File: src/include/fsr_pkg.sv
package fsr_pkg;
   // Clock and flash bus timing
   localparam int CLK_MHZ        = 25;
   localparam int ADDR_W         = 21;
   localparam int WE_PULSE_NS    = 60;
   localparam int RD_ACC_NS      = 100;
   localparam int WE_PULSE_CYC   = (WE_PULSE_NS * CLK_MHZ + 999) / 1000;
   localparam int RD_ACC_CYC     = (RD_ACC_NS * CLK_MHZ + 999) / 1000;
   localparam int SYNC_CYC       = 2;
   localparam int RECOV_CYC      = 1;
   localparam int RESUME_GAP_US  = 500;
   localparam int RESUME_GAP_CYC = RESUME_GAP_US * CLK_MHZ;

   // Flash opcodes
   localparam logic [7:0] OPC_SUSPEND    = 8'hB0;
   localparam logic [7:0] OPC_RESUME     = 8'hD0;
   localparam logic [7:0] OPC_RD_STATUS  = 8'h70;
   localparam logic [7:0] OPC_CLR_STATUS = 8'h50;
   localparam logic [7:0] OPC_RD_ARRAY   = 8'hFF;

   // Status bit positions and error group
   localparam int         SB_WSM_READY  = 7;
   localparam int         SB_ERASE_SUSP = 6;
   localparam int         SB_PROG_SUSP  = 2;
   localparam logic [7:0] ERR_MASK      = 8'h3A;

   // Wishbone register byte offsets
   localparam logic [4:0] REG_CMD    = 5'h00;
   localparam logic [4:0] REG_ADDR   = 5'h04;
   localparam logic [4:0] REG_WDATA  = 5'h08;
   localparam logic [4:0] REG_STATUS = 5'h0C;
   localparam logic [4:0] REG_PINS   = 5'h10;

   typedef enum logic [2:0] {
      OP_SUSPEND, OP_RESUME, OP_RD_STATUS, OP_CLR_STATUS,
      OP_RD_ARRAY, OP_WRITE, OP_READ
   } fsr_op_t;

   typedef struct packed {
      logic [ADDR_W-1:0] addr;
      logic [15:0]       dq_o;
      logic              dq_oe;
      logic              ce_n;
      logic              oe_n;
      logic              we_n;
   } fsr_bus_t;

   typedef struct packed {
      logic rst_n;
      logic wp;
      logic vpp_en;
   } fsr_ctl_t;

   typedef struct packed {
      logic        cyc;
      logic        stb;
      logic        we;
      logic [3:0]  sel;
      logic [4:0]  adr;
      logic [31:0] dat;
   } fsr_wb_req_t;

   typedef struct packed {
      logic        ack;
      logic [31:0] dat;
   } fsr_wb_rsp_t;

   localparam fsr_bus_t BUS_IDLE = '{addr: '0, dq_o: '0, dq_oe: 1'b0,
                                     ce_n: 1'b1, oe_n: 1'b1, we_n: 1'b1};
endpackage : fsr_pkg

File: src/hdl/fsr_cycle.sv
`timescale 1ns/10ps
module fsr_cycle (
   input  wire logic                  clk,
   input  wire logic                  nrst,
   input  wire logic                  req,
   input  wire logic                  we,
   input  wire logic [fsr_pkg::ADDR_W-1:0] addr,
   input  wire logic [15:0]           wdata,
   input  wire logic [15:0]           dq_i,
   output logic                       done,
   output logic [15:0]                rdata,
   output fsr_pkg::fsr_bus_t          bus
);
   import fsr_pkg::*;

   localparam logic [3:0] WR_LEN  = 4'(WE_PULSE_CYC);
   localparam logic [3:0] RD_LEN  = 4'(RD_ACC_CYC + SYNC_CYC);
   localparam logic [3:0] REC_LEN = 4'(RECOV_CYC);

   typedef enum logic [1:0] {CY_IDLE, CY_ACT, CY_REC} fsr_cst_t;
   typedef struct packed {
      fsr_cst_t    st;
      logic [3:0]  cnt;
      logic [15:0] s1;
      logic [15:0] s2;
      logic [15:0] rdata;
      logic        done;
      fsr_bus_t    bus;
   } fsr_cyc_st_t;

   localparam fsr_cyc_st_t CYC_RST = '{st: CY_IDLE, cnt: '0, s1: '0,
      s2: '0, rdata: '0, done: 1'b0, bus: BUS_IDLE};

   fsr_cyc_st_t cs_r;
   fsr_cyc_st_t cs_nxt;

   always_comb begin
      cs_nxt      = cs_r;
      cs_nxt.done = 1'b0;
      // Data pins are asynchronous to clk
      cs_nxt.s1   = dq_i;
      cs_nxt.s2   = cs_r.s1;
      unique case (cs_r.st)
         CY_IDLE: begin
            if (req) begin
               cs_nxt.bus.addr  = addr;
               cs_nxt.bus.dq_o  = wdata;
               cs_nxt.bus.dq_oe = we;
               cs_nxt.bus.ce_n  = 1'b0;
               cs_nxt.bus.we_n  = !we;
               cs_nxt.bus.oe_n  = we;
               cs_nxt.cnt       = we ? WR_LEN : RD_LEN;
               cs_nxt.st        = CY_ACT;
            end
         end
         CY_ACT: begin
            if (cs_r.cnt == 4'h1) begin
               // Access time plus synchroniser delay has elapsed
               if (!cs_r.bus.oe_n) begin
                  cs_nxt.rdata = cs_r.s2;
               end
               cs_nxt.bus.ce_n = 1'b1;
               cs_nxt.bus.we_n = 1'b1;
               cs_nxt.bus.oe_n = 1'b1;
               cs_nxt.done     = 1'b1;
               cs_nxt.cnt      = REC_LEN;
               cs_nxt.st       = CY_REC;
            end else begin
               cs_nxt.cnt = cs_r.cnt - 4'h1;
            end
         end
         CY_REC: begin
            // Write data is held one cycle past the strobe for hold time
            if (cs_r.cnt == 4'h1) begin
               cs_nxt.bus.dq_oe = 1'b0;
               cs_nxt.st        = CY_IDLE;
            end else begin
               cs_nxt.cnt = cs_r.cnt - 4'h1;
            end
         end
      endcase
   end

   always_ff @(posedge clk) begin
      if (!nrst) begin
         cs_r <= CYC_RST;
      end else begin
         cs_r <= cs_nxt;
      end
   end

   assign done  = cs_r.done;
   assign rdata = cs_r.rdata;
   assign bus   = cs_r.bus;
endmodule : fsr_cycle

File: src/hdl/fsr_host.sv
// The Wishbone register port and the placing of the registers are this design's own decisions.
`timescale 1ns/10ps
// How it works
// - Host clears status before any retry or recovery.
// - Host follows suspend with read-status to check.
// - Host holds reset released and keeps protect, voltage pins steady while suspended.
// - Host spaces erase suspend after resume.
// - Host reads status after program suspend.
// - Host resumes program before erase, else ignored.
// - Host spaces program suspend after resume.
module fsr_host #(
   parameter int GAP_CYC = fsr_pkg::RESUME_GAP_CYC
) (
   input  wire logic                  clk,
   input  wire logic                  nrst,
   input  wire fsr_pkg::fsr_wb_req_t  wb_i,
   output fsr_pkg::fsr_wb_rsp_t       wb_o,
   output fsr_pkg::fsr_bus_t          bus,
   input  wire logic [15:0]           dq_i,
   output fsr_pkg::fsr_ctl_t          ctl
);
   import fsr_pkg::*;

   localparam int GAP_W = $clog2(GAP_CYC + 1);

   typedef enum logic [1:0] {M_IDLE, M_CMD, M_STAT, M_READ} fsr_mst_t;
   typedef struct packed {
      fsr_mst_t          st;
      fsr_op_t           op;
      logic              tgt_prog;
      logic [ADDR_W-1:0] addr;
      logic [15:0]       wdata;
      logic [15:0]       rdata;
      logic [7:0]        status;
      logic              err;
      logic              esusp;
      logic              psusp;
      logic              refused;
      logic              pin_rst;
      logic              pin_wp;
      logic              pin_vpp;
      logic [GAP_W-1:0]  gap;
      logic              ack;
      logic [31:0]       dat;
   } fsr_host_st_t;

   fsr_host_st_t st_r;
   fsr_host_st_t st_nxt;
   logic         acc;
   logic         start;
   fsr_op_t      new_op;
   logic         cy_req;
   logic         cy_we;
   logic [15:0]  cy_data;
   logic         cy_done;
   logic [15:0]  cy_rdata;
   logic         susp;

   function automatic logic cmd_ok(input fsr_op_t op, input logic tgt_prog,
                                   input fsr_host_st_t s);
      logic ok;
      ok = 1'b1;
      if (s.err && op != OP_RD_STATUS && op != OP_CLR_STATUS) begin
         ok = 1'b0;
      end
      if (op == OP_SUSPEND && s.gap != '0) begin
         ok = 1'b0;
      end
      if (op == OP_RESUME && !tgt_prog && s.psusp) begin
         ok = 1'b0;
      end
      return ok;
   endfunction : cmd_ok

   function automatic logic [15:0] cmd_word(input fsr_op_t op,
                                            input logic [15:0] wd);
      logic [15:0] w;
      w = wd;
      unique case (op)
         OP_SUSPEND:    w = {8'h00, OPC_SUSPEND};
         OP_RESUME:     w = {8'h00, OPC_RESUME};
         OP_RD_STATUS:  w = {8'h00, OPC_RD_STATUS};
         OP_CLR_STATUS: w = {8'h00, OPC_CLR_STATUS};
         OP_RD_ARRAY:   w = {8'h00, OPC_RD_ARRAY};
         default:       w = wd;
      endcase
      return w;
   endfunction : cmd_word

   assign susp   = st_r.esusp || st_r.psusp;
   assign new_op = fsr_op_t'(wb_i.dat[2:0]);

   always_comb begin
      st_nxt     = st_r;
      st_nxt.ack = 1'b0;
      start      = 1'b0;
      acc        = wb_i.cyc && wb_i.stb && !st_r.ack;
      if (st_r.gap != '0) begin
         st_nxt.gap = st_r.gap - 1'b1;
      end
      if (acc) begin
         st_nxt.ack = 1'b1;
         case (wb_i.adr)
            REG_CMD:    st_nxt.dat = {28'h0, st_r.tgt_prog, st_r.op};
            REG_ADDR:   st_nxt.dat = 32'(st_r.addr);
            REG_WDATA:  st_nxt.dat = {16'h0000, st_r.wdata};
            REG_STATUS: st_nxt.dat = {st_r.rdata, 3'h0, st_r.refused,
                                      st_r.psusp, st_r.esusp, st_r.err,
                                      st_r.st != M_IDLE, st_r.status};
            REG_PINS:   st_nxt.dat = {29'h0, st_r.pin_vpp, st_r.pin_wp,
                                      st_r.pin_rst};
            default:    st_nxt.dat = 32'h0000_0000;
         endcase
         if (wb_i.we) begin
            case (wb_i.adr)
               REG_CMD: begin
                  if (st_r.st == M_IDLE && wb_i.dat[2:0] <= 3'(OP_READ)
                      && cmd_ok(new_op, wb_i.dat[3], st_r)) begin
                     start           = 1'b1;
                     st_nxt.op       = new_op;
                     st_nxt.tgt_prog = wb_i.dat[3];
                     st_nxt.refused  = 1'b0;
                     st_nxt.st = (new_op == OP_READ) ? M_READ : M_CMD;
                  end else begin
                     st_nxt.refused = 1'b1;
                  end
               end
               REG_ADDR:  st_nxt.addr  = wb_i.dat[ADDR_W-1:0];
               REG_WDATA: st_nxt.wdata = wb_i.dat[15:0];
               REG_PINS: begin
                  // Pin levels are frozen while anything is suspended
                  if (!susp) begin
                     st_nxt.pin_rst = wb_i.dat[0];
                     st_nxt.pin_wp  = wb_i.dat[1];
                     st_nxt.pin_vpp = wb_i.dat[2];
                  end
               end
               default: ;
            endcase
         end
      end
      unique case (st_r.st)
         M_IDLE: ;
         M_CMD: begin
            if (cy_done) begin
               if (st_r.op == OP_SUSPEND) begin
                  st_nxt.st = M_STAT;
               end else if (st_r.op == OP_RESUME) begin
                  st_nxt.gap = GAP_W'(GAP_CYC);
                  if (st_r.tgt_prog) begin
                     st_nxt.psusp = 1'b0;
                  end else begin
                     st_nxt.esusp = 1'b0;
                  end
                  st_nxt.st = M_READ;
               end else if (st_r.op == OP_CLR_STATUS) begin
                  st_nxt.err = 1'b0;
                  st_nxt.st  = M_IDLE;
               end else if (st_r.op == OP_WRITE) begin
                  st_nxt.st = M_IDLE;
               end else begin
                  st_nxt.st = M_READ;
               end
            end
         end
         M_STAT: begin
            if (cy_done) begin
               st_nxt.st = M_READ;
            end
         end
         M_READ: begin
            if (cy_done) begin
               st_nxt.st = M_IDLE;
               if (st_r.op == OP_RD_ARRAY || st_r.op == OP_READ) begin
                  st_nxt.rdata = cy_rdata;
               end else begin
                  st_nxt.status = cy_rdata[7:0];
                  // Errors accumulate until software clears them
                  if ((cy_rdata[7:0] & ERR_MASK) != 8'h00) begin
                     st_nxt.err = 1'b1;
                  end
                  if (st_r.op != OP_RESUME) begin
                     st_nxt.esusp = cy_rdata[SB_WSM_READY]
                                    && cy_rdata[SB_ERASE_SUSP]
                                    || cy_rdata[SB_ERASE_SUSP]
                                    && st_r.esusp;
                     st_nxt.psusp = cy_rdata[SB_WSM_READY]
                                    && cy_rdata[SB_PROG_SUSP];
                  end
               end
            end
         end
      endcase
   end

   always_ff @(posedge clk) begin
      if (!nrst) begin
         st_r <= '0;
      end else begin
         st_r <= st_nxt;
      end
   end

   assign cy_req  = st_r.st != M_IDLE;
   assign cy_we   = st_r.st != M_READ;
   assign cy_data = (st_r.st == M_STAT) ? {8'h00, OPC_RD_STATUS}
                                        : cmd_word(st_r.op, st_r.wdata);

   fsr_cycle u_cycle (
      .clk   (clk),
      .nrst  (nrst),
      .req   (cy_req),
      .we    (cy_we),
      .addr  (st_r.addr),
      .wdata (cy_data),
      .dq_i  (dq_i),
      .done  (cy_done),
      .rdata (cy_rdata),
      .bus   (bus)
   );

   assign wb_o.ack   = st_r.ack;
   assign wb_o.dat   = st_r.dat;
   assign ctl.rst_n  = !st_r.pin_rst || susp;
   assign ctl.wp     = st_r.pin_wp;
   assign ctl.vpp_en = st_r.pin_vpp;
endmodule : fsr_host

File: config.mk
export PLATFORM = sky130hd
export DESIGN_NAME = fsr_host
export DESIGN_NICKNAME = d
export VERILOG_FILES = /design/src/include/fsr_pkg.sv /design/src/hdl/fsr_cycle.sv /design/src/hdl/fsr_host.sv
export SDC_FILE = /design/constraint.sdc
export NUM_CORES = 1
export LEC_CHECK = 0
export ABC_CLOCK_PERIOD_IN_PS = 3800
export BUFFER_PORTS_ARGS = -buffer_cell sky130_fd_sc_hd__buf_2
export CELL_PAD_IN_SITES_DETAIL_PLACEMENT = 1
export CELL_PAD_IN_SITES_GLOBAL_PLACEMENT = 1
export CORE_MARGIN = 5
export CORE_UTILIZATION = 45
export DETAILED_ROUTE_END_ITERATION = 12
export PLACE_DENSITY = 0.88
export SLEW_MARGIN = 20
export SYNTH_ARGS = -nofsm -noshare
export SYNTH_HDL_FRONTEND = slang
export SYNTH_SLANG_ARGS = --single-unit
File: constraint.sdc
create_clock -name clk -period 3.8 [get_ports clk]
set_input_delay 0.57 -clock clk [delete_from_list [all_inputs] [get_ports clk]]
set_output_delay 0.57 -clock clk [all_outputs]
set_load 0.03 [all_outputs]
Word level (Yosys, flattened, before mapping)
Cells that the tools add are included.
{ "classes": {"magnitude_cmp": 1, "addsub": 2, "n_bitwise": 3, "eq_ne": 37, "reduce_logical": 48, "muxes": 56} }
{ "op_table": {"columns": ["cell", "count"], "rows": [
  ["32-bit case mux with 5 select lines", 1],
  ["43-bit 2-to-1 mux", 2],
  ["16-bit case mux with 5 select lines", 1],
  ["14-bit 2-to-1 mux", 5],
  ["33-bit 2-to-1 mux", 1],
  ["16-bit 2-to-1 mux", 2],
  ["3-bit AND reduction", 9],
  ["2-bit 2-to-1 mux", 12],
  ["2-bit inequality test, second input constant", 12],
  ["8-bit AND reduction", 3],
  ["21-bit 2-to-1 mux", 1],
  ["3-bit 2-to-1 mux", 6],
  ["6-bit 2-to-1 mux", 3],
  ["6-bit case mux with 3 select lines", 1],
  ["1-bit 2-to-1 mux", 14],
  ["14-bit nonzero test", 1],
  ["14-bit by 1-bit subtractor with 14-bit output, second input constant", 1],
  ["3-bit == test, second input constant", 4],
  ["1-bit logical AND", 12],
  ["4-bit 2-to-1 mux", 3],
  ["3-bit case mux with 2 select lines", 2],
  ["5-bit by 4-bit == test with 1-bit output, second input constant", 2],
  ["2-bit by 1-bit inequality test with 1-bit output, second input constant", 4],
  ["4-bit AND reduction", 2],
  ["other kinds (22)", 43]
]} }
{ "word_totals": {"word_cells": 176, "ff_bits": 217, "out_inout_bits": 77, "input_bits": 62} }

Longest topological paths before layout
{ "logic_depth": {"ltp_word": 16, "depth_mapped": 9, "mapped_depth_nobuf": 7} }

Hierarchy
A second synthesis with hierarchy kept.
{ "hier_totals": {"cells_unflattened": 1094, "area_unflattened_um2": 9502.9} }
{ "by_module_without_submodules": {"columns": ["mod", "cells_per_inst", "seq_area_each_um2", "instances", "area_per_inst_um2"], "rows": [
  ["fsr_host", 663, 2422.3, 1, 5609.1],
  ["fsr_cycle", 431, 1921.8, 1, 3893.7]
]} }

Worst setup path after synthesis
No wires, ideal clock.
{ "synth_timing": {"path_kind": "input -> register", "start": "input port wb_i[36] (netlist bit)", "end": "register st_r[120] (netlist bit)", "setup_slack_ps": 1739, "arrival_ps": 1991, "path_buffers": 2, "t_required_ps": 3730, "cell_stages": 7, "setup_time_ps": 70, "path_cell_list": "clkbuf_1 nor3_1 and4_1 and4_1 clkbuf_1 nand4b_1 a21oi_1"} }
{ "synth_between": {"elab_chain_len": 6, "elab_cells_between_ends": 8, "classes_between": "7 x mux; 1 x reduce/logical"} }
{ "synth_rtl": {"columns": ["element", "line_no", "text"], "rows": [
  ["from (decl)", "fsr_host.sv:16", "input wire fsr_pkg::fsr_wb_req_t wb_i,"],
  ["5-bit logical NOT (*)", "fsr_host.sv:115", "case (wb_i.adr)"],
  ["6-bit 2-to-1 mux (*)", "fsr_host.sv:115", null],
  ["43-bit 2-to-1 mux (*)", "fsr_host.sv:114", "if (wb_i.we) begin"],
  ["43-bit 2-to-1 mux (*)", "fsr_host.sv:101", "if (acc) begin"],
  ["2-bit 2-to-1 mux (on tied branches)", "fsr_host.sv:172, fsr_host.sv:145, fsr_host.sv:167", null],
  ["2-bit case mux with 3 select lines (*)", "fsr_host.sv:142", "unique case (st_r.st)"],
  ["to (signal assigned)", "fsr_host.sv:200", "st_r <= st_nxt;"],
  ["to (decl)", "fsr_host.sv:47", "fsr_host_st_t st_r;"]
]} }
Mark *: on every way between the ends. The rest lies on a longest branch, timed or not.
A chain may end at the register's enable or synchronous reset.

Worst setup path after layout
{ "layout_timing": {"start": "register st_r[119] (netlist bit)", "end": "register st_r[64] (netlist bit)"} }
{ "layout_between": {"elab_chain_len": 2} }
{ "layout_rtl": {"columns": ["element", "line_no"], "rows": [
  ["2-bit == test", "fsr_host.sv:142"],
  ["3-bit AND reduction (no line)", null]
]} }
No other way between the ends.

==> impl_metrics.csv <==
group,metric,value,unit
run_status,status,"finished, final reports clean",
global_routing,grt_pass1_vias,7614,
synth,synthXorXnorAreaFrac,0.9718,%
finish,nFillCells,2382,
finish,syn_to_final_growth,10.95,%
timing,setup_violations,0,
drt,dr.first_iter.drc_count,454,
critical_path,cp_cell_sequence,"and2_1 > nand2_1 > nor3b_2 > nand2_1 > a21oi_1",
critical_path,r2r_setup_slack,1180,ps
synth,synth_top_family_by_area,"simple AND/OR/NAND/NOR gates",
critical_path,start_kind,"flop",
synth,synth_top_area_share,48.20,%
synth,synth-edff-count,0,
synth,synth_area_leader_cell,"dfxtp_1",
global_routing,antenna_found_initial,1,
synth,synthMuxAreaShare,4.012,%
critical_path,worstReg2RegEnd,"st_r[64]",
synth,avgSynthCellArea,8.276,um^2
critical_path,cpPeakStageDelay,870,ps
floorplanning,design.core.area,19590,um^2
finish,layout_commonest_cell,"nand2_1",
finish,layoutNonFillerInstCount,1383,
finish,layout_common_cells,"nand2_1, dfxtp_1, a21oi_1",
critical_path,critPathLaunch,"st_r[119]",
synth,async_reset_ff_share,0,%
clock_tree,cts_tree,"yes",
clock_tree,htree_levels,1,
synth,synth_ff_type,"dfxtp_1",
synth,seq_area_frac_synth,48.20,%
synth,syn_area,9012,um^2
synth,ys_ff_latch,217,
placement,dp_cells,1342,
synth,synthAdderAreaFrac,0.9718,%
timing,layout_min_cycle_time,2618,ps
clock_tree,numCtsBuffers,23,
synth,synth_compound_area_share,15.04,%
global_routing,grt_pass1_wl,41330,um
synth,synth.distinct_cells,58,
timing,worstMarginPinSlew,1019,ps
drt,totalWireLength,25750,um
timing,whs,270.1,ps
floorplanning,core.rowCount,51,
worst_hold_path,hold_class,"in2reg",
global_routing,grt-ovfl-total,0,
global_routing,grt_max_degree,79,
clock_tree,cts_max_path_buffers,3,
drt,num_vias,7521,
global_routing,grt_usage,22.37,%
synth,yosysWarnings,0,
placement,numPortBuffers,123,
finish,nets,1171,
run,max_cap_violations,0,
floorplanning,start_util,46.00,%
power,power,5.484,mW
timing,max_slew_margin,31.78,%
clock_tree,post_cts_buffers,0,
timing,grt_setup_unrepaired,"no",
clock_tree,clk_latency,510,ps
timing,maxSlewViolCount,0,
synth,syn_nets,1158,
critical_path,crit_path_end_kind,"flop",
critical_path,crit_arrival,3050,ps
critical_path,crit_top_cell,"nand2_1",
finish,antenna_cells,0,
finish,multiInputGateArea,3791,um^2
clock_tree,postCtsResizedCells,0,
power,powerDensity,548.4,nW/um^2
timing,skew,7.968,ps
critical_path,criticalPathCategory,"reg2reg",
drt,vias_per_cell,5.438,
critical_path,required,4230,ps
clock_tree,cts_sinks,217,
critical_path,slowest_stage,"nor3b_2",
finish,regArea,4344,um^2
timing,fin_tns_setup,0,ps
timing,final_min_period_over_clock_period,68.89,%
clock_tree,cts.clk_slew.worst_paths,60,ps
timing,fmax,382.0,MHz
critical_path,worst-r2r-cell-count,5,
clock_tree,hold_buffers,0,
drt,ant_nets,0,
floorplanning,fp.dieW,151.5,um
drt,drc,0,
critical_path,cp_max_fo,16,
timing,final-hold-violation-count,0,
placement,dp_hpwl,17600,um
synth,synthSimpleGateAreaFrac,21.03,%
synth,netlist_instances,1089,
critical_path,crit_path_end,"st_r[64]",
floorplanning,pin_count,139,
placement,routabilityCongestion,0.8273,
floorplanning,die_h,151.5,um
finish,layout-drive-gt1-share,16.99,%
synth,synth.area.top_cells,"dfxtp_1, nand2_1, a21oi_1, buf_4, nor2_1",
drt,routedWlPerCell,18.62,um
critical_path,r2r_start,"st_r[119]",
drt,drt_pass1_iterations,5,
clock_tree,clock_tree.root_cell,"clkbuf_16",
power,p_leak,3.818,nW
floorplanning,die-area,22960,um^2
power,peakVddDrop,0.2743,mV
[layout make-up]
type,count,area share [%]
multi-input combinational,716,37.91
timing repair buffer,132,6.957
clock buffer,34,6.769
clock inverter,7,1.126
tap,265,3.316
sequential,217,43.44
inverter,12,0.4755
[cells by family after synthesis]
group,count (synthesis)
DFF,217
AOI/OAI and AO/OA,239
buffers and inverters,156
adders and majority gates,7
xor gates and xnor gates,10
and+or+nand+nor,426
muxes,34
[critical path: cells and delay by family (launching register included)]
kind	cells	cell delay, ps
flops	1	680
compound gates	1	190
simple gates	4	1680
[state kept, by name, indices dropped and copies added (netlist names)]
| name | count |
|---|---|
| u_cycle.rdata | 16 |
| st_r | 86 |
| wb_o | 33 |
| u_cycle.done | 1 |
| u_cycle.cs_nxt | 16 |
| u_cycle.cs_r | 22 |
| ctl | 2 |
| u_cycle.bus | 41 |
[power by group]
part,internal [mW],switching [mW],total (mW)
Sequential,2.37,0.0754,2.44
Combinational,0.288,0.420,0.708
Clock,1.43,0.901,2.33
Total,4.09,1.40,5.48
[metal layers]
metal,GRT usage [%],routed length [um]
met1,31.25,11690
met2,35.43,11820
met3,4.848,1743
met5,0,7
met4,5.526,490
[cell usage after synthesis, types with 4 or more instances]
master    number
o21ai_0       38
a22oi_1       33
nand3_1        4
or3_1          4
a21oi_1      137
or4_1          4
nor2_1        98
xnor2_1        7
a31oi_1        8
nor4_1         4
a211oi_1       6
nor2b_1        5
nand4_1        5
nor3_1         9
nand2_1      226
ha_1           7
clkbuf_1      64
inv_1         12
mux2i_1       26
mux2_2         7
buf_4         76
dfxtp_1      217
and2_1        39
[stage by stage]
stage	setup slack, ps	utilization, %	cell area, um^2
finish	1182	51.04	10000
global route	934.0	51.04	10000
CTS	1211	51.04	10000
detailed placement	1285	47.01	9210
global placement	1407	47.01	9210
floorplan	1739	-	9012
[worst min path at each step]
stage	start	to	slack (ps)	cells past startpoint
2_1_floorplan	u_cycle.cs_nxt[58]	u_cycle.cs_r[58]	410	1
3_3_place_gp	u_cycle.cs_nxt[73]	u_cycle.cs_r[73]	420	1
3_5_place_dp	u_cycle.cs_nxt[69]	u_cycle.cs_r[69]	420	1
4_1_cts	dq_i[2]	u_cycle.cs_nxt[60]	250	2
5_1_grt	dq_i[2]	u_cycle.cs_nxt[60]	250	2
6_report	dq_i[2]	u_cycle.cs_nxt[60]	270	2
Power figures use the tool's default switching activity.
